--- config.mk ---
export PLATFORM = sky130hd
export DESIGN_NAME = nfc_top
export DESIGN_NICKNAME = d
export VERILOG_FILES = /design/src/logic/nfc_int_ext.v /design/src/logic/nfc_flt_conv.v /design/src/logic/nfc_top.v
export VERILOG_INCLUDE_DIRS = /design/src /design/src/logic
export SDC_FILE = /design/constraint.sdc
export NUM_CORES = 1
export LEC_CHECK = 0
export BUFFER_PORTS_ARGS = -buffer_cell sky130_fd_sc_hd__buf_2
export CAP_MARGIN = 30
export CORE_AREA = 2 2 239 241
export CTS_CLUSTER_DIAMETER = 80
export DETAILED_ROUTE_END_ITERATION = 12
export DIE_AREA = 0 0 241 243
export PLACE_DENSITY_LB_ADDON = 0.25
export SLEW_MARGIN = 20
export SYNTH_ARGS = -nofsm -noshare
export SYNTH_HDL_FRONTEND = slang
export SYNTH_SLANG_ARGS = --single-unit
export TNS_END_PERCENT = 100
--- constraint.sdc ---
create_clock -name clk -period 2.7 [get_ports clk]
set_clock_uncertainty 0.2 [all_clocks]
set_input_delay 0.675 -clock clk [delete_from_list [all_inputs] [get_ports clk]]
set_output_delay 0.675 -clock clk [all_outputs]
set_load 0.005 [all_outputs]
--- src/logic/nfc_defines.vh ---
// Format codes, field positions and reserved encodings of the number format converter
`ifndef NFC_DEFINES_VH
`define NFC_DEFINES_VH

// Source format selector
`define NFC_FMT_SHORT 2'h0
`define NFC_FMT_SINGLE 2'h1
`define NFC_FMT_EXT 2'h2
`define NFC_FMT_NONE 2'h3

// Integer widths
`define NFC_SHORT_W 16
`define NFC_INT_W 32
`define NFC_EXT_W 40

// Short float fields
`define NFC_SF_EXP_HI 15
`define NFC_SF_EXP_LO 12
`define NFC_SF_MAN_HI 11
`define NFC_SF_MAN_LO 0
`define NFC_SF_ZERO_EXP 4'h8

// Single float fields
`define NFC_SP_EXP_HI 31
`define NFC_SP_EXP_LO 24
`define NFC_SP_MAN_HI 23
`define NFC_SP_MAN_LO 0

// Extended float fields
`define NFC_XP_EXP_HI 39
`define NFC_XP_EXP_LO 32
`define NFC_XP_MAN_HI 31
`define NFC_XP_MAN_LO 0
`define NFC_XP_KEEP_LO 8

// Reserved zero of the 8-bit exponent formats
`define NFC_ZERO_EXP8 8'h80
`define NFC_SP_ZERO 32'h8000_0000
`define NFC_XP_ZERO 40'h80_0000_0000

`endif

--- src/logic/nfc_int_ext.v ---
// Integer operand extension: short immediates and low word of extended registers
`timescale 1ns/10ps

module nfc_int_ext (
	// Sources
	input wire [15:0] imm16,
	input wire [39:0] reg40,
	input wire use_imm,
	input wire is_signed,
	// Formatted operand
	output wire [31:0] op32
);
`include "nfc_defines.vh"

	wire [31:0] imm_sext;
	wire [31:0] imm_zext;

	assign imm_sext = {{16{imm16[15]}}, imm16};
	assign imm_zext = {16'h0000, imm16};
	// Upper byte of the register never reaches the integer unit
	assign op32 = use_imm ? (is_signed ? imm_sext : imm_zext) : reg40[31:0];

endmodule

--- src/logic/nfc_flt_conv.v ---
// Float operand conversion of one source to single and extended precision
`timescale 1ns/10ps

module nfc_flt_conv (
	// Source word and its format
	input wire [39:0] src,
	input wire [1:0] fmt,
	// Converted forms
	output reg [31:0] single32,
	output reg [39:0] ext40,
	output reg is_zero
);
`include "nfc_defines.vh"

	wire [3:0] sf_exp;
	wire [11:0] sf_man;
	wire [7:0] sf_exp8;
	wire [31:0] sp_word;

	assign sf_exp = src[`NFC_SF_EXP_HI:`NFC_SF_EXP_LO];
	assign sf_man = src[`NFC_SF_MAN_HI:`NFC_SF_MAN_LO];
	assign sf_exp8 = {{4{sf_exp[3]}}, sf_exp};
	assign sp_word = src[31:0];

	always @* begin
		single32 = `NFC_SP_ZERO;
		ext40 = `NFC_XP_ZERO;
		is_zero = 1'b1;
		case (fmt)
			`NFC_FMT_SHORT: begin
				// Most negative exponent alone marks zero
				is_zero = (sf_exp == `NFC_SF_ZERO_EXP);
				if (!is_zero) begin
					single32 = {sf_exp8, sf_man, 12'h000};
					ext40 = {sf_exp8, sf_man, 20'h0_0000};
				end
			end
			`NFC_FMT_SINGLE: begin
				is_zero = (sp_word[`NFC_SP_EXP_HI:`NFC_SP_EXP_LO] == `NFC_ZERO_EXP8);
				single32 = sp_word;
				// A sign-extended -8 would not be zero here, so zeros are rebuilt
				if (!is_zero) begin
					ext40 = {sp_word, 8'h00};
				end
			end
			`NFC_FMT_EXT: begin
				is_zero = (src[`NFC_XP_EXP_HI:`NFC_XP_EXP_LO] == `NFC_ZERO_EXP8);
				ext40 = src;
				// Plain truncation, no rounding
				single32 = src[`NFC_XP_EXP_HI:`NFC_XP_KEEP_LO];
			end
			default: begin
				is_zero = 1'b1;
			end
		endcase
	end

endmodule

--- src/logic/nfc_top.v ---
// Operand formatting datapath: integer extension and float format conversion
`timescale 1ns/10ps

// What this block does
// - signed short immediate sign-extended to 32
// - extended registers as integers use bits 31-0
// - unsigned short immediate zero-filled to 32
// - 32-bit signed integer is two's complement
// - float: exponent, sign, fraction, implied nonsign bit
// - value 01.f or 10.f; min exponent zero
// - short float 4/1/11, exponent -8 zero
// - short float point between bits 11, 10
// - single float 8-bit exponent, sign, 23 fraction
// - single float point between bits 23, 22
// - extended float exponent 39-32, 31-bit fraction
// - extended float point between bits 31, 30
// - short to single: extend, copy, clear 11-0
// - short to extended: extend, copy, clear 19-0
// - single to extended: copy, clear 7-0
// - extended to single: drop 7-0, no rounding
// - widened zero becomes wider reserved zero
// - conversions add no cycles to operations
// - multiplier gets single sources, extended product
// - zero in 8-bit exponent formats uses -128
module nfc_top (
	// Clock and reset
	input wire clk,
	input wire reset,
	// Operand sources
	input wire [15:0] imm16,
	input wire [39:0] src_a,
	input wire [39:0] src_b,
	input wire [1:0] fmt_a,
	input wire [1:0] fmt_b,
	input wire imm_a,
	input wire imm_b,
	input wire int_signed,
	// Results coming back from the arithmetic units
	input wire [31:0] int_result,
	input wire [39:0] dst_old,
	input wire [39:0] mul_product,
	input wire [39:0] flt_result,
	// Operands to the arithmetic units
	output wire [31:0] int_op_a,
	output wire [31:0] int_op_b,
	output wire [31:0] mul_op_a,
	output wire [31:0] mul_op_b,
	output wire [39:0] add_op_a,
	output wire [39:0] add_op_b,
	output wire signed [31:0] int_val_a,
	// Write-back values
	output wire [39:0] int_dst_new,
	output wire [39:0] mul_dst_new,
	output wire [31:0] flt_single_out,
	// Registered status
	output reg zero_a_r,
	output reg zero_b_r,
	output reg fmt_bad_r,
	output reg [1:0] ovf_sign_r
);
`include "nfc_defines.vh"

	////////////////////////////////////////////////////////////////////////
	// Helpers

	function is_zero8;
		input [7:0] exp8;
		begin
			is_zero8 = (exp8 == `NFC_ZERO_EXP8);
		end
	endfunction

	function fmt_ok;
		input [1:0] fmt;
		begin
			fmt_ok = (fmt != `NFC_FMT_NONE);
		end
	endfunction

	////////////////////////////////////////////////////////////////////////
	// Per-source conversion, purely combinational so no cycle is added

	wire [39:0] src_w [0:1];
	wire [1:0] fmt_w [0:1];
	wire imm_w [0:1];
	wire [31:0] int_w [0:1];
	wire [31:0] sp_w [0:1];
	wire [39:0] xp_w [0:1];
	wire zero_w [0:1];

	assign src_w[0] = src_a;
	assign src_w[1] = src_b;
	assign fmt_w[0] = fmt_a;
	assign fmt_w[1] = fmt_b;
	assign imm_w[0] = imm_a;
	assign imm_w[1] = imm_b;

	genvar gi;
	generate
		for (gi = 0; gi < 2; gi = gi + 1) begin : g_src
			nfc_int_ext u_int (
				.imm16(imm16),
				.reg40(src_w[gi]),
				.use_imm(imm_w[gi]),
				.is_signed(int_signed),
				.op32(int_w[gi])
			);
			nfc_flt_conv u_flt (
				.src(src_w[gi]),
				.fmt(fmt_w[gi]),
				.single32(sp_w[gi]),
				.ext40(xp_w[gi]),
				.is_zero(zero_w[gi])
			);
		end
	endgenerate

	////////////////////////////////////////////////////////////////////////
	// Operands out

	// Operand timing follows the sources directly; registering would cost a cycle
	assign int_op_a = int_w[0];
	assign int_op_b = int_w[1];
	assign int_val_a = int_w[0];
	// Multiplier always sees single precision, whatever the source
	assign mul_op_a = sp_w[0];
	assign mul_op_b = sp_w[1];
	// Adder works in extended precision; zeros arrive as exponent -128
	assign add_op_a = xp_w[0];
	assign add_op_b = xp_w[1];

	////////////////////////////////////////////////////////////////////////
	// Write-back

	assign int_dst_new = {dst_old[39:32], int_result};
	// Product kept extended; a zero mantissa forces the reserved exponent
	assign mul_dst_new = (mul_product[31:0] == 32'h0000_0000 && !mul_product[31]) ?
		`NFC_XP_ZERO : mul_product;
	assign flt_single_out = flt_result[39:8];

	////////////////////////////////////////////////////////////////////////
	// Status for observation, one cycle behind the operands

	reg zero_a_nxt;
	reg zero_b_nxt;
	reg fmt_bad_nxt;
	reg [1:0] ovf_sign_nxt;

	always @* begin
		zero_a_nxt = zero_w[0] && !imm_a;
		zero_b_nxt = zero_w[1] && !imm_b;
		fmt_bad_nxt = !fmt_ok(fmt_a) || !fmt_ok(fmt_b);
		// Sign bit of each nonzero single operand, as seen by the multiplier; zero operands give 0
		ovf_sign_nxt = {sp_w[1][23] && !is_zero8(sp_w[1][31:24]),
			sp_w[0][23] && !is_zero8(sp_w[0][31:24])};
	end

	always @(posedge clk) begin
		if (reset) begin
			zero_a_r <= 1'b0;
			zero_b_r <= 1'b0;
			fmt_bad_r <= 1'b0;
			ovf_sign_r <= 2'h0;
		end else begin
			zero_a_r <= zero_a_nxt;
			zero_b_r <= zero_b_nxt;
			fmt_bad_r <= fmt_bad_nxt;
			ovf_sign_r <= ovf_sign_nxt;
		end
	end

endmodule

==> qor.yml, run 1 <==
run_status:
  status: "complete, but fails checks"
  violations: "setup timing"
grt:
  antenna_found_initial: 3
  grt_pass1_wl_um: 41900
  grt_pass1_vias: 5556
  grt.overflow.total: 0
  grt_use_total_pct: 10.1
  grt_max_degree: 34
power:
  p_leak_nw: 3.57
  irDropWorstVdd_mv: 0.200
  p_total_mw: 1.57
  powerDensity_mw_per_mm2: 216
worst_setup_path:
  critPathCaptureType: "output port"
  crit_chain: "buf_6, or4b_4, or2_4, buf_12, a32oi_2, o21ai_2, buf_2"
  crit_fanout: 22
  critPathMaxStageDelay_ns: 0.53
  slowest_stage: "or4b_4"
  critical_path_arrival_ns: 2.20
  startpoint_type: "primary input"
  critPathRequiredTime_ns: 1.82
  crit_type: "primary input to output port"
job:
  maxCapViolCount: 0
cts:
  cts_tree: "yes"
  clk_pin_slew_worst_paths_ns: 0.03
  ctsHoldBuffers: 0
  numClockSinks: 5
  cts-root-buf: "clkbuf_16"
  cts_buffer_depth: 2
  cts_htree_levels: 1
  numCtsBuffers: 3
timing:
  hold_slack_ns: 0.488
  max_freq_mhz: 325
  fin_crit_sh_pct: 114
  hold_violations: 0
  tightest_slew_ns: 0.567
  tns_ns: -9.77
  fin_ws_ns: -0.376
  period_needed_ns: 3.08
  rsz0062_at_grt: "true"
  setup_viol: 47
  drv_slew: 0
  maxSlewHeadroom_pct: 61.9
synthesis:
  syn-cell-area_mm2: 0.00383
  yosysTopAreaCellShare_pct: 20.4
  postSynthAreaPerCell_um2: 6.48
  post-synth-top-count-cell: "buf_4"
  ys_ff_latch: 5
  dominantRegCellSynth: "dfxtp_1"
  synth_nets: 848
  yosys.area.top_type: "buf_4"
  synth_common_cells: "104 x buf_4, 77 x clkbuf_1, 66 x o21ai_0"
  synth_cell_types: 47
  ys_seq_area_share_pct: 2.61
  yosysWarnings: 0
  synth_area_leaders: "buf_4 20%, mux2_2 9.4%, o21ai_0 8.6%"
  synthCells: 591
  synth_edf_count: 0
  synthArstFlopShare_pct: 0
cells_and_area:
  multi_input_area_mm2: 0.00277
  fin_util_pct: 13.0
  drive_gt1_share_pct: 65.4
  area_growth_pct: 90.0
  fill_cells: 6613
  final_cells: 1689
  fin_nets: 1189
  design_area_mm2: 0.00728
  regArea_um2: 100
min_path:
  min_path_type: "primary input to flip-flop"
placement:
  dp_slack_ns: -0.442
  place_area_mm2: 0.00660
  place_hpwl_um: 27900
  port_buffers: 429
  place_congestion: 0.792
  place_inst: 1670
route:
  drtAntennaViolNets: 0
  dr_wl_met2_um: 15800
  wl_per_cell_um: 19.0
  wl_met3_um: 1750
  dr.pass1.iters: 5
  vias: 5935
  via_per_inst: 3.51
  top_layer: "met4"
  wl_met1_um: 13900
  drt-initial-drc-count: 243
  wl_um: 32100
  drc: 0
floorplan:
  dieArea_mm2: 0.0586
  core_mm2: 0.0560
  num_rows: 87
  dieWidth_um: 241
  io_pins: 614
  initial_core_util_pct: 6.85
  die_h_um: 243
## worst max-delay path, delay by kind of cell
| kind | cells | cell delay, ns |
|---|---|---|
| compound gates | 2 | 0.30 |
| simple gates | 2 | 0.82 |
| buf+inv | 3 | 0.40 |
## logic make-up (layout without fill, tap and decap cells)
logic type | after synthesis | count (layout) | synth area share, %
buffers and inverters | 222 | 562 | 32.8
multiplexers | 38 | 38 | 11.0
AO/OA/AOI/OAI | 179 | 179 | 33.1
other | 0 | 2 | 0
AND/OR/NAND/NOR | 147 | 147 | 20.6
flip-flops | 5 | 5 | 2.61
## area by class of cell
class	instances	share of cell area, %
diodes	2	0.0687
clock buffers	4	1.08
inverters	33	1.70
multi-input cells	364	38.0
flip-flops and latches	5	1.37
well taps	756	13.0
repair buffers	525	44.8
## power breakdown
| group | total, mW | leakage, nW | internal [mW] | switching, mW |
|---|---|---|---|---|
| Sequential | 0.0786 | 0.0410 | 0.0778 | 0.000818 |
| Combinational | 1.25 | 3.49 | 0.592 | 0.656 |
| Clock | 0.244 | 0.0382 | 0.196 | 0.0488 |
| Total | 1.57 | 3.57 | 0.866 | 0.706 |
## cell usage in the layout, fill, tap and decap left out, types with 6 or more instances in the layout
master	count
a32o_1	24
o211ai_1	7
o21ai_0	49
mux2i_1	6
buf_4	71
o22ai_1	6
nor2b_1	10
buf_2	415
and2_1	19
nand3b_1	7
o221ai_1	7
nand3_1	17
nand2_1	47
nand2_2	7
inv_1	33
o21ai_1	16
a22o_1	24
nor4_1	8
mux2_2	32
a32oi_1	7
buf_12	14
buf_6	16
a22oi_1	8
## timing repair
action | 4_1_cts | 5_1_grt
resized for setup | 76 | 20
gates cloned | 5 | 0
buffers inserted | 6 | 6
pin swaps | 24 | 16
endpoints found under the setup margin | 89 | 90
## worst paths after layout
kind / slack, ns / depth (start not counted) / end / startpoint
setup / recovery: -0.38 / 7 / add_op_b[30] / src_b[28]
hold / removal: 0.49 / 2 / fmt_bad_r / reset
## sequential cells by signal, indices dropped and copies added, names as in the netlist
register,cells
zero_b_r,1
zero_a_r,1
fmt_bad_r,1
ovf_sign_r,2
## routing by layer
metal | GRT usage [%] | vias to the layer above
li1 | - | 2702
met1 | 13.1 | 2851
met2 | 17.9 | 342
met3 | 0.887 | 40
met4 | 2.18 | 0
met5 | 0 | -
Note: power is estimated with default switching activity, not from simulation.
==> inputs of run 2 (changes only) <==
MAX_ROUTING_LAYER = met4   (was default)
==> run 2 against run 1 <==
The flow still finishes with violations (setup timing). Cell area barely moved. Largest cell class unchanged. Via count rose by 0.54%. Global-route usage rose by 0.30 points. Highest routed layer unchanged.
==> qor.yml, run 2 (synthesis gave the netlist of run 1 again) <==
route:
  dr.pass1.iters: 5  # unchanged
  dr_wl_met2_um: 15800  # -0.17%
  wl_met3_um: 1940  # +11%
  top_layer: "met4"
  wl_um: 32300  # +0.41%
  drc: 0  # unchanged
  drt-initial-drc-count: 237  # -2.5%
  via_per_inst: 3.53  # +0.48%
  wl_per_cell_um: 19.1  # +0.35%
  vias: 5967  # +0.54%
  wl_met1_um: 13900  # -0.35%
  drtAntennaViolNets: 0  # unchanged
timing:
  fin_ws_ns: -0.374  # +0.00219 ns
  period_needed_ns: 3.07  # -0.00219 ns
  rsz0062_at_grt: "true"
  drv_slew: 0  # unchanged
  maxSlewHeadroom_pct: 61.7  # -0.13 points
  tightest_slew_ns: 0.569  # +0.00189 ns
  fin_crit_sh_pct: 114  # about the same
  setup_viol: 47  # unchanged
  max_freq_mhz: 325  # about the same
  hold_slack_ns: 0.482  # -0.00579 ns
  hold_violations: 0  # unchanged
worst_setup_path:
  critPathMaxStageDelay_ns: 0.53  # about the same
  startpoint_type: "primary input"
  critPathRequiredTime_ns: 1.82  # about the same
  critPathCaptureType: "output port"
  slowest_stage: "or4b_4"
  crit_chain: "buf_6, or4b_4, or2_4, buf_12, a32oi_2, o21ai_2, buf_2"
  crit_fanout: 22  # unchanged
  critical_path_arrival_ns: 2.20  # about the same
  crit_type: "primary input to output port"
cts:
  clk_pin_slew_worst_paths_ns: 0.03  # about the same
  cts_htree_levels: 1  # unchanged
  ctsHoldBuffers: 0  # unchanged
  cts-root-buf: "clkbuf_16"
  cts_buffer_depth: 2  # unchanged
  numCtsBuffers: 3  # unchanged
  numClockSinks: 5  # unchanged
  cts_tree: "yes"
floorplan:
  die_h_um: 243  # unchanged
  initial_core_util_pct: 6.85  # unchanged
  dieArea_mm2: 0.0586  # unchanged
  num_rows: 87  # unchanged
  io_pins: 614  # unchanged
  dieWidth_um: 241  # unchanged
  core_mm2: 0.0560  # unchanged
cells_and_area:
  fin_util_pct: 13.0  # about the same
  final_cell_mix: "415 x buf_2, 71 x buf_4, 49 x o21ai_0"
  drive_gt1_share_pct: 65.4  # unchanged
  regMostFlops: "ovf_sign_r"
  largest_register_ffs: 2  # unchanged
  area_growth_pct: 90.1  # about the same
  layout_commonest_cell: "buf_2"
  fill_cells: 6612  # -0.015%
  fin_nets: 1189  # unchanged
  final_cells: 1690  # +0.059%
min_path:
  min_path_type: "primary input to flip-flop"
grt:
  grt_max_degree: 34  # unchanged
  grt_pass1_wl_um: 42000  # about the same
  grt_use_total_pct: 10.4  # +0.30 points
  grt_pass1_vias: 5561  # +0.090%
  antenna_found_initial: 3  # unchanged
  grt.overflow.total: 0  # unchanged
run_status:
  status: "complete, but fails checks"
  violations: "setup timing"
power:
  powerDensity_mw_per_mm2: 216  # +0.27%
  p_leak_nw: 3.57  # about the same
  irDropWorstVdd_mv: 0.200  # +0.17%
placement:
  place_hpwl_um: 27900  # unchanged
  place_congestion: 0.804  # +1.4%
  place_inst: 1670  # unchanged
  port_buffers: 429  # unchanged
job:
  maxCapViolCount: 0  # unchanged
-- run 2: cell types whose count changed in the layout (fill, tap and decap cells not counted) --
| cell | before | now |
|---|---|---|
| diode_2 | 2 | 3 |
-- run 2: worst paths after layout --
check                      from      endpoint  slack (ns)  cells past startpoint
worst max-delay path  src_b[28]  add_op_b[30]       -0.37                      7
worst min-delay path      reset     fmt_bad_r        0.48                      2
-- run 2: area by class of cell --
cell class | instances | area (um^2) | share of cell area [%]
sequential | 5 | 100 | 1.37
clock buffer | 4 | 78.8 | 1.08
timing repair buffer | 525 | 3260 | 44.8
antenna | 3 | 7.51 | 0.103
inverter | 33 | 124 | 1.70
multi-input combinational | 364 | 2770 | 38.0
tap | 756 | 946 | 13.0
-- run 2: worst max-delay path, delay by kind of cell --
family | cells | cell delay (ns)
AO/OA/AOI/OAI | 2 | 0.29
buffers and inverters | 3 | 0.40
AND/OR/NAND/NOR | 2 | 0.82
-- run 2: metal layers --
layer  vias to the layer above  GRT usage, %
met2                       360          17.9
met3                        42         0.898
li1                       2696             -
met1                      2869          13.1
met5                         -             -
met4                         0          2.18
-- run 2: stage by stage --
step / setup TNS (ns) / instance area [um^2] / total power, mW / setup slack [ns]
after floorplan: -1.96 / 3840 / 0.633 / -0.113
after global placement: -19.52 / 6600 / 1.26 / -0.470
after detailed placement: -19.47 / 6600 / 1.25 / -0.442
after CTS: -9.42 / 7100 / 1.57 / -0.385
after global routing: -11.77 / 7280 / 1.69 / -0.408
final: -10.08 / 7280 / 1.58 / -0.374
-- run 2: power by group --
| group | internal [mW] | switching, mW |
|---|---|---|
| Combinational | 0.592 | 0.660 |
| Clock | 0.196 | 0.0495 |
| Sequential | 0.0778 | 0.000822 |
| Total | 0.866 | 0.710 |
-- run 2: repair_timing --
item / CTS / global route
endpoints found under the setup margin: 89 / 91
resized for setup: 76 / 20
hold endpoints to repair: 0 / 0
setup buffers: 6 / 6
pin swaps: 24 / 16
gates cloned: 5 / 0
==> inputs of run 3 (changes only) <==
CORE_AREA = 8 8 231 233   (was 2 2 239 241)
DIE_AREA = 0 0 239 241   (was 0 0 241 243)
PLACE_DENSITY = 0.35   (was default)
PLACE_DENSITY_LB_ADDON = default   (was 0.25)
==> run 3 against run 2 <==
The run still ends with setup timing left. Sequential power is essentially flat. Die area fell by 1.6%. Hold slack gained 0.0057 ns. Wire length increased by 10%. Power barely moved. Global-route usage increased by 1.1 points. Clock power fell by 2%. Largest power group unchanged.
==> qor.yml, run 3 (synthesis gave the netlist of run 1 again) <==
run_status:
  status: "complete, but fails checks"
  violations: "setup timing"
route:
  drtAntennaViolNets: 0  # unchanged
  drc: 0  # unchanged
  wl_per_cell_um: 22.2  # +16%
  via_per_inst: 3.76  # +6.4%
  vias: 6028  # +1.0%
  dr.pass1.iters: 5  # unchanged
  drt-initial-drc-count: 426  # +80%
  wl_um: 35600  # +10%
power:
  power_frac_seq_pct: 5.0  # about the same
  p_leak_nw: 3.56  # -0.31%
  irDropWorstVdd_mv: 0.190  # -4.8%
  switching_share_pct: 45.9  # +0.82 points
  powerDensity_mw_per_mm2: 222  # +2.7%
  net-switching-power_mw: 0.723  # +1.7%
  pwr-share-comb_pct: 79.7  # +0.2 points
  intPower_mw: 0.852  # -1.6%
  p_clk_share_pct: 15.3  # -0.3 points
grt:
  antenna_found_initial: 4  # +1
  grt_pass1_vias: 6251  # +12%
  grt.overflow.total: 0  # unchanged
  grt_use_total_pct: 11.5  # +1.1 points
  grt_max_degree: 35  # +2.9%
  grt_pass1_wl_um: 46900  # +12%
worst_setup_path:
  cp-endpoint: "add_op_b[23]"
  startpoint_type: "primary input"
  critPathCaptureType: "output port"
  cp-startpoint: "src_b[24]"
  crit_fanout: 22  # unchanged
  critical_path_arrival_ns: 2.22  # +0.02 ns
  critPathRequiredTime_ns: 1.82  # about the same
  crit_type: "primary input to output port"
cells_and_area:
  fin_nets: 1186  # -0.25%
  final_cells: 1604  # -5.1%
  area_growth_pct: 85.0
  layout_commonest_cell: "buf_2"
  regMostFlops: "ovf_sign_r"
  drive_gt1_share_pct: 64.8  # -0.65 points
  largest_register_ffs: 2  # unchanged
  final_cell_mix: "411 x buf_2, 67 x buf_4, 49 x o21ai_0"
cts:
  clk_pin_slew_worst_paths_ns: 0.03  # about the same
  cts-root-buf: "clkbuf_16"
  cts_htree_levels: 1  # unchanged
  numClockSinks: 5  # unchanged
  cts_buffer_depth: 2  # unchanged
  cts_tree: "yes"
  numCtsBuffers: 3  # unchanged
floorplan:
  initial_core_util_pct: 7.72  # +0.87 points
  core_mm2: 0.0497  # -11%
  num_rows: 82  # -5.7%
  io_pins: 614  # unchanged
  dieArea_mm2: 0.0576  # -1.6%
  dieWidth_um: 239  # -0.83%
  die_h_um: 241  # -0.82%
placement:
  place_congestion: 0.834  # +3.8%
  dp_slack_ns: -0.464  # -0.0214 ns
  port_buffers: 429  # unchanged
  place_inst: 1586  # -5.0%
  place_hpwl_um: 31100  # +12%
timing:
  tightest_slew_ns: 0.505  # -0.0637 ns
  drv_slew: 0  # unchanged
  period_needed_ns: 3.10  # +0.0243 ns
  fin_crit_sh_pct: 115  # +0.90 points
  setup_viol: 37  # -21%
  max_freq_mhz: 323  # -0.78%
  maxSlewHeadroom_pct: 66.1  # +4.3 points
  rsz0062_at_grt: "true"
  fin_ws_ns: -0.398  # -0.0243 ns
  hold_violations: 0  # unchanged
job:
  maxCapViolCount: 0  # unchanged
min_path:
  min_path_type: "primary input to flip-flop"
==> run 3: changes by cell type in the layout (fill, tap and decap cells not counted), moves of 4 or more <==
cell / previous run / this run
a32oi_1: 7 / 11
a32oi_2: 4 / 0
buf_2: 415 / 411
buf_6: 16 / 26
buf_4: 71 / 67
buf_16: 5 / 1
nand2_2: 7 / 3
==> run 3: cell type report <==
| type | count | area [um^2] |
|---|---|---|
| antenna | 4 | 10.0 |
| clock buffer | 4 | 78.8 |
| fill | 5891 | 42600 |
| inverter | 33 | 124 |
| multi-input combinational | 364 | 2750 |
| sequential | 5 | 100 |
| tap | 672 | 841 |
| timing repair buffer | 522 | 3190 |
==> run 3: metal layers <==
layer | up-vias | wire [um] | GRT usage (%)
met5 | - | 0 | -
met4 | 0 | 1210 | 3.87
met1 | 2901 | 14700 | 13.7
met3 | 56 | 2910 | 2.77
met2 | 390 | 16800 | 18.9
li1 | 2681 | - | -
==> run 3: through the flow <==
| stage | hold WS, ns | total power [mW] | TNS (ns) | area [um^2] | utilization (%) |
|---|---|---|---|---|---|
| 2_1_floorplan | 0.547 | 0.633 | -1.96 | 3840 | - |
| 6_report | 0.488 | 1.57 | -7.89 | 7090 | 14.3 |
| 5_1_grt | 0.490 | 1.69 | -10.27 | 7090 | 14.3 |
| 4_1_cts | 0.488 | 1.57 | -8.41 | 6830 | 13.7 |
| 3_5_place_dp | 0.722 | 1.28 | -12.58 | 6470 | 13.0 |
| 3_3_place_gp | 0.712 | 1.29 | -11.93 | 6470 | 13.0 |
==> run 3: critical path, cell delays in order <==
cell and delay, ns:
buf_6 0.09, or4_4 0.53, or2_4 0.28, buf_12 0.16, a32oi_1 0.20, o21ai_1 0.12, buf_2 0.16
==> run 3: worst min-delay path by stage <==
stage                     slack, ns  depth (start not counted)   from        end
after floorplan                0.55                          1  reset  fmt_bad_r
after global placement         0.71                          2  reset  fmt_bad_r
after detailed placement       0.72                          2  reset  fmt_bad_r
after CTS                      0.49                          2  reset  fmt_bad_r
after global routing           0.49                          2  reset   zero_b_r
final                          0.49                          2  reset   zero_b_r
==> run 3: repair_timing <==
item	4_1_cts	5_1_grt
setup buffers	4	5
endpoints found under the hold margin	0	0
pin swaps	14	34
gates resized for setup	53	59
hold buffers	0	0
endpoints found under the setup margin	76	112
gates cloned	4	2
==> run 3: power groups by stage <==
stage / registers, mW / clock network, mW / logic, mW
5_1_grt: 0.0787 / 0.249 / 1.36
3_5_place_dp: 0.0796 / 0 / 1.20
3_3_place_gp: 0.0796 / 0 / 1.21
2_1_floorplan: 0.0802 / 0 / 0.553
6_report: 0.0786 / 0.241 / 1.26
4_1_cts: 0.0786 / 0.242 / 1.25
